**src/hw/cws_pkg.sv**
```systemverilog
// cws_pkg: constants and types for the shutdown / rising dead-band block
// assumes one 125 MHz clock and an ahb-lite slave with single word transfers
package cws_pkg;
  localparam logic [11:0] OFF_SHDN_CTRL = 12'h000;
  localparam logic [11:0] OFF_DBR       = 12'h004;
  localparam logic [11:0] OFF_LEVELS    = 12'h008;
  localparam logic [11:0] OFF_INT_STAT  = 12'h00c;
  localparam logic [11:0] OFF_INT_EN    = 12'h010;
  localparam logic [11:0] OFF_INT_CLR   = 12'h014;
  localparam logic [11:0] OFF_WAVE_CTRL = 12'h018;

  localparam int unsigned BIT_EVENT  = 7;
  localparam int unsigned BIT_ARS    = 6;
  localparam int unsigned BIT_LCE    = 1;
  localparam int unsigned BIT_FLTE   = 0;
  localparam logic [7:0]  CTRL_MASK  = 8'hc3;
  localparam logic [7:0]  DBR_MASK   = 8'h3f;
  localparam logic [7:0]  CTRL_RESET = 8'h00;

  localparam logic [1:0] LVL_INACTIVE = 2'h0;
  localparam logic [1:0] LVL_TRISTATE = 2'h1;
  localparam logic [1:0] LVL_LOW      = 2'h2;
  localparam logic [1:0] LVL_HIGH     = 2'h3;

  localparam int unsigned INT_SHDN    = 0;
  localparam int unsigned INT_RESTART = 1;
  localparam logic [1:0] HTRANS_NONSEQ = 2'h2;
  localparam logic [1:0] HTRANS_SEQ    = 2'h3;

  typedef struct packed {
    logic       event_flag;
    logic       auto_restart_enable;
    logic       logic_cell_shutdown_enable;
    logic       fault_pin_shutdown_enable;
  } cws_ctrl_t;

  typedef struct packed {
    logic       oe;     // active low output enable
    logic       level;
  } cws_pin_t;

  typedef struct packed {
    cws_ctrl_t  ctrl;
    logic [5:0] rising_deadband_field;
    logic [1:0] out_a_shutdown_level;
    logic [1:0] out_b_shutdown_level;
    logic       out_a_enable;
    logic       out_b_enable;
    logic       out_a_polarity;
    logic       out_b_polarity;
    logic [1:0] int_stat;
    logic [1:0] int_en;
    logic [5:0] db_cnt;
    logic       a_drive;
    logic       b_drive;
    logic       src_prev;
    logic       ph_sel;
    logic       ph_write;
    logic [11:0] ph_addr;
    logic [31:0] rdata;
    logic [1:0] flt_sync;
  } cws_state_t;
endpackage

```
**src/hw/cws_shutdown.sv**
```systemverilog
// cws_shutdown: auto-shutdown and rising dead-band for a complementary waveform pair
// assumes waveform input and logic cell output on clk; fault pin asynchronous
//
// Implementation choices: register access over AHB-Lite and the register offsets.
`timescale 1ns/10ps
module cws_shutdown (
  input  wire logic        clk,
  input  wire logic        reset,
  input  wire logic        db_tick,
  input  wire logic        wave_in,
  input  wire logic        logic_cell_output,
  input  wire logic        fault_input_pin,
  input  wire logic        hsel,
  input  wire logic [31:0] haddr,
  input  wire logic [1:0]  htrans,
  input  wire logic        hwrite,
  input  wire logic [2:0]  hsize,
  input  wire logic [31:0] hwdata,
  input  wire logic        hready,
  output logic             hreadyout,
  output logic             hresp,
  output logic [31:0]      hrdata,
  output cws_pkg::cws_pin_t wave_out_a,
  output cws_pkg::cws_pin_t wave_out_b,
  output logic             irq
);
  cws_pkg::cws_state_t s_q;
  cws_pkg::cws_state_t s_d;
  logic                src_act;
  logic                a_raw;
  logic                b_raw;
  logic                wr_chk;
  logic                rd_chk;

  function automatic cws_pkg::cws_pin_t pin_out(input logic shdn, input logic [1:0] lvl,
                                                input logic en, input logic pol,
                                                input logic drv);
    cws_pkg::cws_pin_t p;
    p.oe    = 1'b0;
    p.level = drv ^ pol;
    if (shdn) begin
      case (lvl)
        cws_pkg::LVL_TRISTATE: p.oe = 1'b1;
        cws_pkg::LVL_LOW:      p.level = 1'b0;
        cws_pkg::LVL_HIGH:     p.level = 1'b1;
        default:               p.level = pol;
      endcase
    end else if (!en) begin
      p.oe = 1'b1;
    end
    return p;
  endfunction

  // a transfer is taken for NONSEQ or SEQ; IDLE and BUSY are ignored
  function automatic logic is_xfer(input logic [1:0] trans);
    return (trans == cws_pkg::HTRANS_NONSEQ) || (trans == cws_pkg::HTRANS_SEQ);
  endfunction

  // control byte as software sees it; bits 5 to 2 are not implemented
  function automatic logic [7:0] ctrl_byte(input cws_pkg::cws_ctrl_t c);
    logic [7:0] b;
    b                     = 8'h00;
    b[cws_pkg::BIT_EVENT] = c.event_flag;
    b[cws_pkg::BIT_ARS]   = c.auto_restart_enable;
    b[cws_pkg::BIT_LCE]   = c.logic_cell_shutdown_enable;
    b[cws_pkg::BIT_FLTE]  = c.fault_pin_shutdown_enable;
    return b & cws_pkg::CTRL_MASK;
  endfunction

  // control bits from a byte; used by the write path and by reset
  function automatic cws_pkg::cws_ctrl_t ctrl_from(input logic [7:0] b);
    cws_pkg::cws_ctrl_t c;
    c.event_flag                 = b[cws_pkg::BIT_EVENT];
    c.auto_restart_enable        = b[cws_pkg::BIT_ARS];
    c.logic_cell_shutdown_enable = b[cws_pkg::BIT_LCE];
    c.fault_pin_shutdown_enable  = b[cws_pkg::BIT_FLTE];
    return c;
  endfunction

  // fault pin is active low; stage 2 of the synchroniser is the only reader
  assign src_act = (s_q.ctrl.logic_cell_shutdown_enable & logic_cell_output) |
                   (s_q.ctrl.fault_pin_shutdown_enable & ~s_q.flt_sync[1]);

  always_comb begin
    logic       wr;
    logic       rd;
    logic [7:0] w8;
    wr   = 1'b0;
    rd   = 1'b0;
    w8   = 8'h00;
    s_d  = s_q;
    s_d.flt_sync = {s_q.flt_sync[0], fault_input_pin};
    s_d.src_prev = src_act;
    s_d.ph_sel   = hsel & hready & is_xfer(htrans);
    if (hready) begin
      s_d.ph_write = hwrite;
      s_d.ph_addr  = haddr[11:0];
    end
    wr = wr_chk;
    rd = rd_chk;
    w8 = hwdata[7:0];
    if (wr) begin
      case (s_q.ph_addr)
        cws_pkg::OFF_SHDN_CTRL: s_d.ctrl = ctrl_from(w8);
        cws_pkg::OFF_DBR:    s_d.rising_deadband_field = w8[5:0];
        cws_pkg::OFF_LEVELS: begin
          s_d.out_a_shutdown_level = w8[1:0];
          s_d.out_b_shutdown_level = w8[3:2];
        end
        cws_pkg::OFF_INT_EN:  s_d.int_en = w8[1:0];
        cws_pkg::OFF_INT_CLR: s_d.int_stat = s_q.int_stat & ~w8[1:0];
        cws_pkg::OFF_WAVE_CTRL: begin
          s_d.out_a_enable   = w8[0];
          s_d.out_b_enable   = w8[1];
          s_d.out_a_polarity = w8[2];
          s_d.out_b_polarity = w8[3];
        end
        default: ;
      endcase
    end
    // hardware set wins over a software write or clear in the same cycle
    if (src_act) begin
      s_d.ctrl.event_flag = 1'b1;
      if (!s_q.ctrl.event_flag) s_d.int_stat[cws_pkg::INT_SHDN] = 1'b1;
    end else if (s_q.ctrl.event_flag && s_q.ctrl.auto_restart_enable && !wr) begin
      s_d.ctrl.event_flag = 1'b0;
      s_d.int_stat[cws_pkg::INT_RESTART] = 1'b1;
    end
    // rising dead band: the b side falls at once, a rises after n ticks
    s_d.b_drive = ~wave_in;
    if (!wave_in) begin
      s_d.a_drive = 1'b0;
      s_d.db_cnt  = s_q.rising_deadband_field;
    end else if (s_q.rising_deadband_field == 6'h00) begin
      s_d.a_drive = 1'b1;
    end else if (!s_q.a_drive && db_tick) begin
      if (s_q.db_cnt <= 6'h01) s_d.a_drive = 1'b1;
      else s_d.db_cnt = s_q.db_cnt - 6'h01;
    end
    s_d.rdata = 32'h0000_0000;
    if (rd) begin
      case (haddr[11:0])
        cws_pkg::OFF_SHDN_CTRL: s_d.rdata[7:0] = ctrl_byte(s_d.ctrl);
        cws_pkg::OFF_DBR:    s_d.rdata[7:0] = {2'h0, s_q.rising_deadband_field};
        cws_pkg::OFF_LEVELS: s_d.rdata[7:0] = {4'h0, s_q.out_b_shutdown_level,
                                               s_q.out_a_shutdown_level};
        cws_pkg::OFF_INT_STAT: s_d.rdata[7:0] = {6'h00, s_q.int_stat};
        cws_pkg::OFF_INT_EN:   s_d.rdata[7:0] = {6'h00, s_q.int_en};
        cws_pkg::OFF_WAVE_CTRL: s_d.rdata[7:0] = {4'h0, s_q.out_b_polarity,
          s_q.out_a_polarity, s_q.out_b_enable, s_q.out_a_enable};
        default: s_d.rdata = 32'h0000_0000;
      endcase
    end
    if (reset) begin
      s_d      = s_q;
      s_d.ctrl = ctrl_from(cws_pkg::CTRL_RESET);
      s_d.out_a_shutdown_level = cws_pkg::LVL_INACTIVE;
      s_d.out_b_shutdown_level = cws_pkg::LVL_INACTIVE;
      s_d.out_a_enable   = 1'b0;
      s_d.out_b_enable   = 1'b0;
      s_d.out_a_polarity = 1'b0;
      s_d.out_b_polarity = 1'b0;
      s_d.int_stat = 2'h0;
      s_d.int_en   = 2'h0;
      s_d.db_cnt   = 6'h00;
      s_d.a_drive  = 1'b0;
      s_d.b_drive  = 1'b0;
      s_d.src_prev = 1'b0;
      s_d.ph_sel   = 1'b0;
      s_d.ph_write = 1'b0;
      s_d.ph_addr  = 12'h000;
      s_d.rdata    = 32'h0000_0000;
      s_d.flt_sync = 2'h3;
      // dead band field keeps its value across reset
    end
  end

  always_ff @(posedge clk) begin
    s_q <= s_d;
  end

  assign a_raw = s_q.a_drive;
  assign b_raw = s_q.b_drive;
  assign wave_out_a = pin_out(s_q.ctrl.event_flag, s_q.out_a_shutdown_level,
                              s_q.out_a_enable, s_q.out_a_polarity, a_raw);
  assign wave_out_b = pin_out(s_q.ctrl.event_flag, s_q.out_b_shutdown_level,
                              s_q.out_b_enable, s_q.out_b_polarity, b_raw);
  assign hreadyout = 1'b1;
  assign hresp     = 1'b0;
  assign hrdata    = s_q.rdata;
  assign irq       = |(s_q.int_stat & s_q.int_en);
  assign wr_chk    = s_q.ph_sel & s_q.ph_write;
  assign rd_chk    = hsel & hready & ~hwrite & is_xfer(htrans);

  a_src_sets_flag: assert property (@(posedge clk) disable iff (reset)
    src_act |=> s_q.ctrl.event_flag)
    else $error("shutdown source did not set the event flag");
  a_flag_clear_run: assert property (@(posedge clk) disable iff (reset)
    (!s_q.ctrl.event_flag && s_q.out_a_enable) |-> !wave_out_a.oe)
    else $error("enabled output not driven without shutdown");
  a_reset_clears: assert property (@(posedge clk)
    reset |=> (ctrl_byte(s_q.ctrl) == cws_pkg::CTRL_RESET))
    else $error("control not cleared by reset");
  a_auto_restart: assert property (@(posedge clk) disable iff (reset)
    (s_q.ctrl.event_flag && s_q.ctrl.auto_restart_enable && !src_act && !wr_chk)
    |=> !s_q.ctrl.event_flag)
    else $error("auto restart did not clear the flag");
  a_lc_ignored: assert property (@(posedge clk) disable iff (reset)
    (!s_q.ctrl.logic_cell_shutdown_enable && !s_q.ctrl.fault_pin_shutdown_enable)
    |-> !src_act)
    else $error("disabled source caused shutdown");
  a_fault_low: assert property (@(posedge clk) disable iff (reset)
    (s_q.ctrl.fault_pin_shutdown_enable && !s_q.flt_sync[1]) |=> s_q.ctrl.event_flag)
    else $error("low fault pin did not shut down");
  a_zero_db: assert property (@(posedge clk) disable iff (reset)
    (s_q.rising_deadband_field == 6'h00 && wave_in) |=> s_q.a_drive)
    else $error("zero dead band delayed the rising edge");
  a_db_hold: assert property (@(posedge clk) disable iff (reset)
    ($rose(wave_in) && s_q.rising_deadband_field > 6'h01) |=> !s_q.a_drive)
    else $error("rising edge passed without dead band");
  a_level_high: assert property (@(posedge clk) disable iff (reset)
    (s_q.ctrl.event_flag && s_q.out_b_shutdown_level == cws_pkg::LVL_HIGH)
    |-> (wave_out_b.level && !wave_out_b.oe))
    else $error("forced high level not driven");
  a_stat_on_entry: assert property (@(posedge clk) disable iff (reset)
    (src_act && !s_q.ctrl.event_flag) |=> s_q.int_stat[cws_pkg::INT_SHDN])
    else $error("shutdown entry not recorded in status");
  a_override_a: assert property (@(posedge clk) disable iff (reset)
    (s_q.ctrl.event_flag && s_q.out_a_shutdown_level != cws_pkg::LVL_TRISTATE)
    |-> !wave_out_a.oe)
    else $error("shutdown did not override enable a");
  a_override_b: assert property (@(posedge clk) disable iff (reset)
    (s_q.ctrl.event_flag && s_q.out_b_shutdown_level != cws_pkg::LVL_TRISTATE)
    |-> !wave_out_b.oe)
    else $error("shutdown did not override enable b");
  a_disabled_a: assert property (@(posedge clk) disable iff (reset)
    (!s_q.ctrl.event_flag && !s_q.out_a_enable) |-> wave_out_a.oe)
    else $error("disabled output a driven");
  a_disabled_b: assert property (@(posedge clk) disable iff (reset)
    (!s_q.ctrl.event_flag && !s_q.out_b_enable) |-> wave_out_b.oe)
    else $error("disabled output b driven");
  a_enabled_b: assert property (@(posedge clk) disable iff (reset)
    (!s_q.ctrl.event_flag && s_q.out_b_enable) |-> !wave_out_b.oe)
    else $error("enabled output b not driven");
  a_ctrl_write: assert property (@(posedge clk) disable iff (reset)
    (wr_chk && s_q.ph_addr == cws_pkg::OFF_SHDN_CTRL && !src_act)
    |=> (s_q.ctrl.event_flag == $past(hwdata[cws_pkg::BIT_EVENT])))
    else $error("software write to event flag lost");
  a_no_restart: assert property (@(posedge clk) disable iff (reset)
    (s_q.ctrl.event_flag && !s_q.ctrl.auto_restart_enable && !wr_chk)
    |=> s_q.ctrl.event_flag)
    else $error("flag cleared without auto restart");
  a_restart_stat: assert property (@(posedge clk) disable iff (reset)
    (s_q.ctrl.event_flag && s_q.ctrl.auto_restart_enable && !src_act && !wr_chk)
    |=> s_q.int_stat[cws_pkg::INT_RESTART])
    else $error("auto restart not recorded in status");
  a_lc_high: assert property (@(posedge clk) disable iff (reset)
    (s_q.ctrl.logic_cell_shutdown_enable && logic_cell_output) |=> s_q.ctrl.event_flag)
    else $error("high logic cell output did not shut down");
  a_fault_ignored: assert property (@(posedge clk) disable iff (reset)
    (!s_q.ctrl.fault_pin_shutdown_enable && !logic_cell_output) |-> !src_act)
    else $error("disabled fault pin caused shutdown");
  a_fault_sync: assert property (@(posedge clk) disable iff (reset)
    1'b1 |=> (s_q.flt_sync[1] == $past(s_q.flt_sync[0])))
    else $error("fault synchroniser skipped a stage");
  a_rd_ctrl_zero: assert property (@(posedge clk) disable iff (reset)
    (rd_chk && haddr[11:0] == cws_pkg::OFF_SHDN_CTRL)
    |=> ((hrdata & {24'hff_ffff, ~cws_pkg::CTRL_MASK}) == 32'h0000_0000))
    else $error("unimplemented control bits read nonzero");
  a_rd_dbr: assert property (@(posedge clk) disable iff (reset)
    (rd_chk && haddr[11:0] == cws_pkg::OFF_DBR)
    |=> (hrdata == {26'h000_0000, $past(s_q.rising_deadband_field)}))
    else $error("dead band register read wrong");
  a_dbr_write: assert property (@(posedge clk) disable iff (reset)
    (wr_chk && s_q.ph_addr == cws_pkg::OFF_DBR)
    |=> (s_q.rising_deadband_field == $past(hwdata[5:0])))
    else $error("dead band write lost");
  a_db_no_early: assert property (@(posedge clk) disable iff (reset)
    (wave_in && !s_q.a_drive && s_q.rising_deadband_field != 6'h00 && !db_tick)
    |=> !s_q.a_drive)
    else $error("rising edge passed without a dead band count");
  a_db_last_tick: assert property (@(posedge clk) disable iff (reset)
    (wave_in && !s_q.a_drive && db_tick && s_q.db_cnt <= 6'h01) |=> s_q.a_drive)
    else $error("rising edge held past its dead band");
  a_fall_now: assert property (@(posedge clk) disable iff (reset)
    !wave_in |=> !s_q.a_drive)
    else $error("output a did not fall at once");
  a_b_inverse: assert property (@(posedge clk) disable iff (reset)
    1'b1 |=> (s_q.b_drive == !$past(wave_in)))
    else $error("output b does not follow the inverse wave");
  a_lvl_low_a: assert property (@(posedge clk) disable iff (reset)
    (s_q.ctrl.event_flag && s_q.out_a_shutdown_level == cws_pkg::LVL_LOW)
    |-> (!wave_out_a.level && !wave_out_a.oe))
    else $error("forced low level not driven on a");
  a_lvl_high_a: assert property (@(posedge clk) disable iff (reset)
    (s_q.ctrl.event_flag && s_q.out_a_shutdown_level == cws_pkg::LVL_HIGH)
    |-> (wave_out_a.level && !wave_out_a.oe))
    else $error("forced high level not driven on a");
  a_lvl_tri_a: assert property (@(posedge clk) disable iff (reset)
    (s_q.ctrl.event_flag && s_q.out_a_shutdown_level == cws_pkg::LVL_TRISTATE)
    |-> wave_out_a.oe)
    else $error("output a not released in shutdown");
  a_lvl_idle_a: assert property (@(posedge clk) disable iff (reset)
    (s_q.ctrl.event_flag && s_q.out_a_shutdown_level == cws_pkg::LVL_INACTIVE)
    |-> (!wave_out_a.oe && wave_out_a.level == s_q.out_a_polarity))
    else $error("output a not inactive in shutdown");
  a_lvl_low_b: assert property (@(posedge clk) disable iff (reset)
    (s_q.ctrl.event_flag && s_q.out_b_shutdown_level == cws_pkg::LVL_LOW)
    |-> (!wave_out_b.level && !wave_out_b.oe))
    else $error("forced low level not driven on b");
  a_lvl_tri_b: assert property (@(posedge clk) disable iff (reset)
    (s_q.ctrl.event_flag && s_q.out_b_shutdown_level == cws_pkg::LVL_TRISTATE)
    |-> wave_out_b.oe)
    else $error("output b not released in shutdown");
  a_lvl_idle_b: assert property (@(posedge clk) disable iff (reset)
    (s_q.ctrl.event_flag && s_q.out_b_shutdown_level == cws_pkg::LVL_INACTIVE)
    |-> (!wave_out_b.oe && wave_out_b.level == s_q.out_b_polarity))
    else $error("output b not inactive in shutdown");
  a_irq_masked: assert property (@(posedge clk) disable iff (reset)
    (s_q.int_en == 2'h0) |-> !irq)
    else $error("interrupt raised while masked");
  a_rdata_idle: assert property (@(posedge clk) disable iff (reset)
    !rd_chk |=> (hrdata == 32'h0000_0000))
    else $error("read data stood past its data phase");
  a_bus_okay: assert property (@(posedge clk) disable iff (reset)
    (hreadyout && !hresp))
    else $error("bus response not ready and okay");

  c_shutdown: cover property (@(posedge clk) disable iff (reset) $rose(s_q.ctrl.event_flag));
  c_restart:  cover property (@(posedge clk) disable iff (reset) $fell(s_q.ctrl.event_flag));
  c_db_done:  cover property (@(posedge clk) disable iff (reset) $rose(s_q.a_drive));
  c_irq:      cover property (@(posedge clk) disable iff (reset) $rose(irq));
  c_new_src:  cover property (@(posedge clk) disable iff (reset) src_act && !s_q.src_prev);
endmodule // cws_shutdown

```
**config.mk**
```make
export PLATFORM = sky130hd
export DESIGN_NAME = cws_shutdown
export DESIGN_NICKNAME = d
export VERILOG_FILES = /design/src/hw/cws_pkg.sv /design/src/hw/cws_shutdown.sv
export SDC_FILE = /design/constraint.sdc
export NUM_CORES = 1
export LEC_CHECK = 0
export BUFFER_PORTS_ARGS = -buffer_cell sky130_fd_sc_hd__buf_2
export CORE_MARGIN = 4
export CORE_UTILIZATION = 40
export DETAILED_ROUTE_END_ITERATION = 10
export PLACE_DENSITY = 0.72
export SLEW_MARGIN = 30
export SYNTH_ARGS = -nofsm -noshare
export SYNTH_HDL_FRONTEND = slang
export SYNTH_SLANG_ARGS = --single-unit
```
**constraint.sdc**
```tcl
create_clock -name clk -period 3.3 [get_ports clk]
set_input_delay 0.495 -clock clk [delete_from_list [all_inputs] [get_ports clk]]
set_output_delay 0.495 -clock clk [all_outputs]
set_load 0.05 [all_outputs]
```
==> summary.md, run 1 <==
| Metric | Value |
|---|---|
| Grt total ovfl | 0 |
| Vias in the first global route | 1789 |
| Area Overhead vs Synth | 6.68% |
| Setup TNS | 0 ns |
| Die Height | approximately 90 um |
| Vias per cell | roughly 5 |
| Worst R2R Start | s_q[34] |
| # resized after CTS | 0 |
| Synth warn | 0 |
| All-Layer GR Usage | about 13% |
| Slew headroom | between 50% and 60% |
| Initial Utilization | 41.7% |
| CP max stage delay | 0.59 ns |
| Root Driver | clkbuf_8 |
| Max IR drop VDD | about 0.21 mV |
| Sink Count | between 50 and 60 |
| Power per Cell Area | ~430 nW/um2 |
| Die width | around 90 um |
| Postcts setup bufs | 0 |
| Final core occ | between 40% and 50% |
| Max Clock Skew | 0.00641 ns |
| Tightest Pin Transition | between 0.7 and 0.8 ns |
| CTS max path bufs | 2 |
| TritonCTS clock tree | yes |
| Max cap viols | 0 |
| CP dominant cell by count | a21oi_1 |
| Largest area contributor in the netlist | dfxtp_1 |
| GP Congestion | 0.793 |
| Hold WC Path Type | in -> reg |
| CTS H-tree lvls | 2 |
| Total number of vias | approximately 2000 |
| Syn avg cell area | 9.49 um2 |
| Largest net degree at the start of global routing | between 40 and 50 |
| Post-layout nets | 391 |
| Clock slew at reported path FFs | approximately 0.10 ns |
| Gate Count Post-Synth | ~280 |
| Worst endpoint required time | between 2 and 3 ns |
| HP Start | hwdata[5] |
| RSZ-0062 raised after global routing | no |
| Reg area | 1140 um2 |
| Post-synth ARST share | 0% |
| Cts hold-fix bufs | 0 |
| First drt pass iteration count | 4 |
| Synth top area cells | dfxtp_1 (36%), mux2i_1 (11%), buf_4 (9.5%) |
| CP Cell Sequence | o21ai_0 -> nand2_1 -> a21oi_1 -> a21oi_1 -> buf_2 |
| CP Launch Type | flip-flop |
| CP max-delay cell | dfxtp_1 |
| Cell area after synthesis | 2700 um2 |
| Footprint of the multi-input gates | 1330 um2 |
| Leak | between 1 and 1.5 nW |
| R2r setup slk | 1.29 ns |
| Hpwl dp | 3.97 mm |
| Cts bufs inserted | 5 |
| Full die area | 8120 um2 |
| Fmax | 454 MHz |
| Seq/Total Area, Yosys | 42.3% |
| DRT Wirelength | 5.25 mm |
| Layout cells sized above 1 | roughly a fifth |
| Count of final setup violators | 0 |
| CP Capture Type | output port |
| Post-layout min period | 2.20 ns |
| Cell family with most CP delay | flip-flops |
| Antenna diode count | 0 |
| Critical path class | reg -> out |
| Avg WL per Cell | 13.5 um |
| Flops & latches, synth | 54 |
| CP startpoint | s_q[78] |
| Starting DRC count in detailed routing | 79 |
| DRC | 0 |
| Final Power | 1.25 mW |
| Core Area | between 6000 and 7000 um2 |
| Status | finished, final reports clean |
| Post-synth EDFFs | 6 |
| Dominant synthesized flop cell | dfxtp_1 |
| Global-route wire length before repair | around 8.7 mm |
| Clock Latency Late Sink | roughly 0.30 ns |
| Floorplan row count | 29 |
| Slew Limit Fails | 0 |
| Routed Antenna Nets | 0 |
| Final hold vios | 0 |
| Synth top area share | a little over a third |
| Port Buffers | between 40 and 50 |
| Buffers & Inverters on Critical Path | 1 |
| Initial antenna violation count | 0 |
| I/O pin count | roughly 120 |
| Worst Path Arrival | ~1.7 ns |
| Tcrit/Tclk final | ~67% |
| Yosys cell types | 50 |
| Layout fillers | 624 |
| Crit-path max FO | 12 |
==> state kept, by name (all words and copies together), names as in the netlist <==
name and flops:
a_raw 1, hrdata 8, b_raw 1, s_q 44
==> through the flow <==
step                      setup slack [ns]  cells  instance area [um2]  hold WS, ns
after global placement                1.27    381                 2790        0.392
after floorplan                       1.03    308                 2790        0.389
after detailed placement              1.24    381                 2790        0.396
after global routing                 0.969    389                 2880        0.350
final                                 1.10    389                 2880        0.359
after CTS                             1.12    389                 2880        0.353
==> synth_stat cells (4+ instances only) <==
library cell  number
mux2i_1           29
xor2_1             4
inv_1              5
dfxtp_1           48
o21ai_0            4
nor2_1            44
edfxtp_1           6
nor3b_1            4
a211oi_1           5
nor2b_1            4
nor3_1             7
nand2_1            6
a21oi_1           12
clkbuf_1          11
buf_4             34
nand3_1            8
==> cells in the final DEF, fill, tap and decap left out, drive strengths merged, types with 2 or more instances in the layout <==
| cell type | netlist | final |
|---|---|---|
| and2 | 2 | 2 |
| edfxtp | 6 | 6 |
| nand4 | 3 | 3 |
| nor3 | 7 | 7 |
| nor3b | 5 | 5 |
| a211oi | 5 | 5 |
| a22oi | 2 | 2 |
| nand2b | 3 | 3 |
| and3 | 2 | 2 |
| o22ai | 2 | 2 |
| nand3 | 9 | 9 |
| o21a | 2 | 2 |
| or2 | 2 | 2 |
| or3 | 4 | 4 |
| o21ai | 4 | 4 |
| nand2 | 6 | 6 |
| mux2 | 2 | 2 |
| nor2 | 44 | 44 |
| nor2b | 6 | 6 |
| conb | 2 | 26 |
| and4b | 2 | 2 |
| clkinv | 0 | 2 |
| a21oi | 12 | 12 |
| dfxtp | 48 | 48 |
| a221oi | 2 | 2 |
| buf | 35 | 42 |
| mux2i | 29 | 29 |
| nor4 | 3 | 3 |
| clkbuf | 11 | 5 |
| inv | 5 | 5 |
| ha | 2 | 2 |
| xor2 | 4 | 4 |
| nand3b | 2 | 2 |
==> cells by family (layout without fill, tap and decap cells) <==
| family | after synthesis | count (layout) | synth area share, % |
|---|---|---|---|
| simple gates | 104 | 104 | 22.8 |
| flops | 54 | 54 | 42.3 |
| buf+inv | 51 | 55 | 11.9 |
| compound gates | 35 | 35 | 8.58 |
| mux | 31 | 31 | 11.6 |
| xor+xnor | 5 | 5 | 1.62 |
| fa+ha+maj | 2 | 2 | 0.928 |
| other cells | 2 | 26 | 0.279 |
==> power breakdown <==
part / internal (mW) / switching [mW] / leakage (nW)
clock network: 0.146 / 0.209 / 0.0416
logic: 0.0629 / 0.135 / 0.782
registers: 0.681 / 0.0157 / 0.446
total: 0.889 / 0.360 / 1.27
==> area by class of cell <==
class,instances,area share (%)
clock buffer,5,2.39
clock inverter,3,0.565
inverter,5,0.652
multi-input combinational,203,46.1
sequential,54,39.7
tap,77,3.35
timing repair buffer,42,7.31
==> worst reg2reg max path: stages (launching register included) <==
cell     delay [ns]
dfxtp_1        0.32
or4_4          0.58
nor3b_1        0.34
and4b_1        0.45
==> final timing paths <==
check	to	cells past startpoint
max	wave_out_a[0]	5
min	s_q[74]	1
max reg2reg	s_q[71]	3
min reg2reg	s_q[1]	1
==> metal layers <==
metal / track usage, % / wire length, um / vias up / part of all wire, %
met5: 0 / 0 / - / 0
met4: 4.21 / 50 / 0 / 0.95
met3: 2.84 / 247 / 4 / 4.7
met2: 19.9 / 2440 / 54 / 46
met1: 18.0 / 2510 / 910 / 48
li1: - / - / 979 / -
No activity file was read; power rests on OpenSTA's default activity.
==> run 2: changes to the inputs <==
ABC_AREA = 1   (was default)
PLACE_DENSITY = 0.74   (was 0.72)
clock period = 1.8 ns   (was 3.3 ns; I/O delays follow)
==> summary.md, run 2 <==
| Metric | Value |
|---|---|
| Status | finished, final reports clean |
| Sink Count | 54 (unchanged) |
| R2R depth | 9 (+6) |
| Leak | 1.45 nW (+15%) |
| Die width | 93.4 um (+3.6%) |
| Initial Utilization | 42.0% (+0.22 points) |
| CTS H-tree lvls | 2 (unchanged) |
| Total number of vias | 2460 (+26%) |
| Final core occ | 46.0% (+1.5 points) |
| Hpwl dp | 4.86 mm (+22%) |
| Synth warn | 0 (unchanged) |
| Worst Path Arrival | 1.41 ns (-0.30 ns) |
| Most frequent cells in the layout | nand2_1 (51), dfxtp_1 (48), nor2_1 (46), buf_2 (42), inv_1 (40) |
| Port Buffers | 42 (unchanged) |
| Post-synth EDFFs | 6 (unchanged) |
| Slew Limit Fails | 0 (unchanged) |
| Max Clock Skew | 0.00880 ns (+0.00238 ns) |
| First drt pass iteration count | 4 (unchanged) |
| GP Congestion | 0.834 (+5.1%) |
| Layout cells sized above 1 | 24.4% (+3.3 points) |
| Placed Area | 3090 um2 (+11%) |
| Vias per cell | 4.75 (-5.1%) |
| Setup TNS | 0 ns (unchanged) |
| Core Area | 6940 um2 (+7.5%) |
| Largest net degree at the start of global routing | 27 (-36%) |
| Initial antenna violation count | 0 (unchanged) |
| Postcts setup bufs | 0 (unchanged) |
| Crit-path max FO | 3 (-9) |
| Synth top area cells | dfxtp_1 (33%), buf_4 (8.8%), nand2_1 (6.6%) |
| Power per Cell Area | 789 nW/um2 (+82%) |
| Mux share of post-synthesis cell area | 0.343% (-11 points) |
| Floorplan row count | 30 (+3.4%) |
| Tcrit/Tclk final | between 90% and 100% |
| Most frequent cells after synthesis | nand2_1 (51), dfxtp_1 (48), nor2_1 (46) |
| Post-layout min period | 1.68 ns |
| Hold EP | s_q[73] |
| Dominant synthesized flop cell | dfxtp_1 |
| Antenna diode count | 0 (unchanged) |
| All-Layer GR Usage | 14.5% (+1.6 points) |
| R2r setup slk | 0.32 ns (-0.97 ns) |
| CP Capture Type | output port |
| # resized after CTS | 0 (unchanged) |
| Avg WL per Cell | 11.9 um (-12%) |
| Most flops, register | s_q |
| Final hold vios | 0 (unchanged) |
| Fmax | ~600 MHz |
| Global-route wire length before repair | 10.1 mm (+16%) |
| Clock Latency Late Sink | 0.31 ns (about the same) |
| Post-layout nets | 501 (+28%) |
| Seq/Total Area, Yosys | 39.2% (-3.2 points) |
| Gate Count Post-Synth | 384 (+35%) |
| I/O pin count | 117 (unchanged) |
| Vias in the first global route | 2311 (+29%) |
| Compound-gate portion of the synthesized area | 14.0% (+5.4 points) |
| Yosys cell types | 43 (-14%) |
| Cts hold-fix bufs | 0 (unchanged) |
| Max FFs per register | 44 (unchanged) |
| Die Height | 93.4 um (+3.6%) |
| Root Driver | clkbuf_8 |
| Simple logic cell fraction of the synthesized area | 28.6% (+5.8 points) |
| Max cap viols | 0 (unchanged) |
| Flops & latches, synth | 54 (unchanged) |
| Count of final setup violators | 0 (unchanged) |
| DRT Wirelength | 6.16 mm (+17%) |
| Synth Area in Adders | 0.859% (-0.069 points) |
| Fin area | 3190 um2 (+11%) |
| CTS max path bufs | 2 (unchanged) |
| Area Overhead vs Synth | 9.62% |
| Syn avg cell area | 7.59 um2 (-20%) |
| HP Start | hwdata[4] |
| Largest family of logic cells by synthesized area | simple AND/OR/NAND/NOR gates |
| Post-synthesis xor/xnor area fraction | 0.601% (-1.0 points) |
| Clock slew at reported path FFs | 0.09 ns (about the same) |
| Synth top area share | 33.0% (-2.7 points) |
| Worst endpoint required time | 1.53 ns (-1.27 ns) |
| Worst R2R Start | s_q[51] |
| RSZ-0062 raised after global routing | no |
| CP Launch Type | flip-flop |
| Full die area | 8710 um2 (+7.3%) |
| Critical path class | reg -> out |
| DRC | 0 (unchanged) |
| Reg2Reg Capture Point | s_q[56] |
| Cts bufs inserted | 5 (unchanged) |
| TritonCTS clock tree | yes |
| Worst hold path stage count | 1 (unchanged) |
| Setup ws final | 0.121 ns (-0.978 ns) |
| Grt total ovfl | 0 (unchanged) |
| Max IR drop VDD | 0.371 mV (+79%) |
| Largest area contributor in the netlist | dfxtp_1 |
| Post-synth ARST share | 0% (unchanged) |
| Hold WC Path Type | in -> reg |
| Starting DRC count in detailed routing | 142 (+80%) |
| Cell area after synthesis | 2910 um2 (+8.1%) |
| Routed Antenna Nets | 0 (unchanged) |
| Most common cell after layout, fill and taps aside | nand2_1 |
| Most frequent cell after synthesis | nand2_1 |
| Pre-CTS setup slack | 0.349 ns (-0.894 ns) |
## run 2: cell types whose count changed after synthesis, sizes merged, moves of 4 or more
cell,before,now
nor2,44,58
nor3b,5,0
nor2b,6,0
nand2,6,60
o21ai,4,27
a21oi,12,32
clkbuf,11,4
nand3,9,27
mux2i,29,1
inv,5,50
or3,4,0
## run 2: per-stage QoR
stage | hold WS, ns | cells | total power [mW]
2_1_floorplan | 0.353 | 408 | 1.70
3_3_place_gp | 0.392 | 510 | 1.74
3_5_place_dp | 0.396 | 510 | 1.75
4_1_cts | 0.133 | 518 | 2.53
5_1_grt | 0.122 | 518 | 2.63
6_report | 0.136 | 518 | 2.52
## run 2: critical path, stage by stage (launching register included)
cell,delay (ns)
dfxtp_1,0.35
inv_1,0.08
a21oi_1,0.18
nor2_1,0.07
a31oi_1,0.13
buf_2,0.28
## run 2: per-layer routing
layer	vias up	part of all wire [%]	GRT usage [%]
met1	1107	44	17.1
met2	87	47	24.7
met5	-	0	0
met3	14	7.1	3.70
li1	1252	-	-
met4	0	2.1	6.23
## run 2: worst max path at each step
stage	startpoint	to	slack, ns	depth (start not counted)
detailed placement	s_q[41]	s_q[71]	0.35	6
CTS	s_q[68]	wave_out_a[0]	0.14	5
global placement	s_q[41]	s_q[73]	0.36	6
finish	s_q[68]	wave_out_a[0]	0.12	5
global route	s_q[68]	wave_out_a[0]	0.04	5
floorplan	s_q[78]	wave_out_b[0]	0.06	4
## run 2: kinds of logic (layout without fill, tap and decap cells)
| logic type | count (synthesis) | count (layout) |
|---|---|---|
| and+or+nand+nor | 163 | 163 |
| buffers and inverters | 91 | 105 |
| AOI/OAI and AO/OA | 69 | 69 |
| DFF | 54 | 54 |
| adders and majority gates | 2 | 2 |
| other | 2 | 26 |
| xor gates and xnor gates | 2 | 2 |
| muxes | 1 | 1 |
## run 2: layout make-up
type	count	area (um2)
multi-input combinational	263	1390
inverter	50	190
clock buffer	7	76.3
tap	96	120
sequential	54	1140
clock inverter	1	30.0
fill	689	3750
timing repair buffer	47	248
## run 2: power by group
part | internal (mW) | switching [mW]
combinational | 0.116 | 0.326
sequential | 1.25 | 0.0286
clock | 0.417 | 0.379
total | 1.79 | 0.734
==> run 3: changes to the inputs <==
CORE_UTILIZATION = 44   (was 40)
PLACE_DENSITY = 0.8   (was 0.74)
==> summary.md, run 3 (synthesis results as in run 2) <==
| Metric | Value |
|---|---|
| Grt total ovfl | 0 (unchanged) |
| Hpwl dp | 4.60 mm (-5.2%) |
| Total number of vias | 2427 (-1.3%) |
| Postcts setup bufs | 0 (unchanged) |
| All-Layer GR Usage | 15.5% (+1.0 points) |
| Worst hold path stage count | 2 (+1) |
| Clock slew at reported path FFs | 0.10 ns (about the same) |
| Routed Antenna Nets | 0 (unchanged) |
| R2r setup slk | 0.29 ns (-0.03 ns) |
| Final core occ | 50.1% (+4.1 points) |
| Max FFs per register | 44 (unchanged) |
| CP Cell Sequence | inv_1 -> a21oi_1 -> nor2_1 -> a31oi_1 -> buf_2 |
| Die Height | 89.4 um (-4.3%) |
| Vias in the first global route | 2210 (-4.4%) |
| WHS | 0.134 ns (-0.00220 ns) |
| Worst R2R Start | s_q[41] |
| Die width | 89.4 um (-4.3%) |
| GP Congestion | 0.867 (+4.0%) |
| Hold EP | s_q[0] |
| Initial antenna violation count | 0 (unchanged) |
| Clock Latency Late Sink | 0.31 ns (about the same) |
| Setup ws final | 0.102 ns (-0.0191 ns) |
| Tcrit/Tclk final | 94.3% (+1.1 points) |
| CTS max path bufs | 2 (unchanged) |
| Port Buffers | 42 (unchanged) |
| Floorplan row count | 29 (-3.3%) |
| Cell family with most CP delay | buffers and inverters |
| CP Capture Type | output port |
| Worst path depth | 5 (unchanged) |
| Root Driver | clkbuf_8 |
| Core Area | 6390 um2 (-8.0%) |
| TritonCTS clock tree | yes |
| CTS H-tree lvls | 2 (unchanged) |
| Fmax | 589 MHz (-1.1%) |
| Initial Utilization | 45.6% (+3.7 points) |
| R2R depth | 6 (-3) |
| Avg WL per Cell | 11.7 um (-1.8%) |
| Cts bufs inserted | 5 (unchanged) |
| Full die area | 7990 um2 (-8.3%) |
| Most common cell after layout, fill and taps aside | nand2_1 |
| Max Clock Skew | 0.00952 ns (+0.000718 ns) |
| Global-route wire length before repair | 9.76 mm (-3.2%) |
| Pre-CTS setup slack | 0.294 ns (-0.0547 ns) |
| Critical path class | reg -> out |
| CP max stage delay | 0.35 ns (about the same) |
| CP Launch Type | flip-flop |
| Count of final setup violators | 0 (unchanged) |
| Cts hold-fix bufs | 0 (unchanged) |
| Reg2Reg Capture Point | s_q[70] |
| CP max-delay cell | dfxtp_1 |
| DRC | 0 (unchanged) |
| Max IR drop VDD | 0.528 mV (+42%) |
| I/O pin count | 117 (unchanged) |
| Max cap viols | 0 (unchanged) |
| HP Start | fault_input_pin |
| Worst Path Arrival | 1.43 ns (+0.02 ns) |
| Sink Count | 54 (unchanged) |
| Most frequent cells in the layout | nand2_1 (51), dfxtp_1 (48), nor2_1 (46), buf_2 (42), inv_1 (40) |
| Slew Limit Fails | 0 (unchanged) |
| Final Power | 2.66 mW (+5.5%) |
| RSZ-0062 raised after global routing | no |
| Status | finished, final reports clean |
| Vias per cell | 4.86 (+2.4%) |
| Setup TNS | 0 ns (unchanged) |
| # resized after CTS | 0 (unchanged) |
| Power per Cell Area | 831 nW/um2 (+5.3%) |
| Crit-path max FO | 3 (unchanged) |
| DRT Wirelength | 5.82 mm (-5.4%) |
| Hold WC Path Type | in -> reg |
| Leak | 1.47 nW (+1.2%) |
| Post-layout min period | 1.70 ns (+0.0191 ns) |
| Final hold vios | 0 (unchanged) |
| First drt pass iteration count | 4 (unchanged) |
| Layout cells sized above 1 | 24.9% (+0.47 points) |
| Worst endpoint required time | 1.53 ns (about the same) |
| Starting DRC count in detailed routing | 159 (+12%) |
| Antenna diode count | 0 (unchanged) |
| Post-layout nets | 501 (unchanged) |
| Area Overhead vs Synth | 9.88% |
| Layout fillers | 625 (-9.3%) |
| Largest net degree at the start of global routing | 27 (unchanged) |
| Most flops, register | s_q |
| Buffers & Inverters on Critical Path | 2 (unchanged) |
run 3: how the worst max path moves through the flow:
stage	from	end
after floorplan	s_q[78]	wave_out_b[0]
after global placement	s_q[41]	s_q[72]
after detailed placement	s_q[41]	s_q[71]
after CTS	s_q[68]	wave_out_a[0]
after global routing	s_q[68]	wave_out_a[0]
final	s_q[68]	wave_out_a[0]
run 3: area by class of cell:
cell class | count | area (um2) | area share [%]
clock inverter | 1 | 30.0 | 0.938
timing repair buffer | 47 | 248 | 7.74
multi-input combinational | 263 | 1390 | 43.4
sequential | 54 | 1140 | 35.6
clock buffer | 7 | 108 | 3.36
tap | 77 | 96.3 | 3.01
inverter | 50 | 190 | 5.94
run 3: power breakdown:
group / switching [mW] / internal, mW
clock: 0.398 / 0.537
sequential: 0.0281 / 1.25
combinational: 0.326 / 0.117
total: 0.752 / 1.91
run 3: through the flow:
stage               std cells  cell area [um2]
floorplan                 408             3000
global placement          491             3060
detailed placement        491             3060
CTS                       499             3200
global route              499             3200
finish                    499             3200
run 3: routing by layer:
| metal | wire, um | up-vias | track usage, % |
|---|---|---|---|
| met5 | 0 | - | 0 |
| li1 | - | 1250 | - |
| met2 | 2740 | 77 | 25.3 |
| met3 | 389 | 9 | 2.95 |
| met1 | 2600 | 1091 | 20.5 |
| met4 | 91 | 0 | 5.28 |
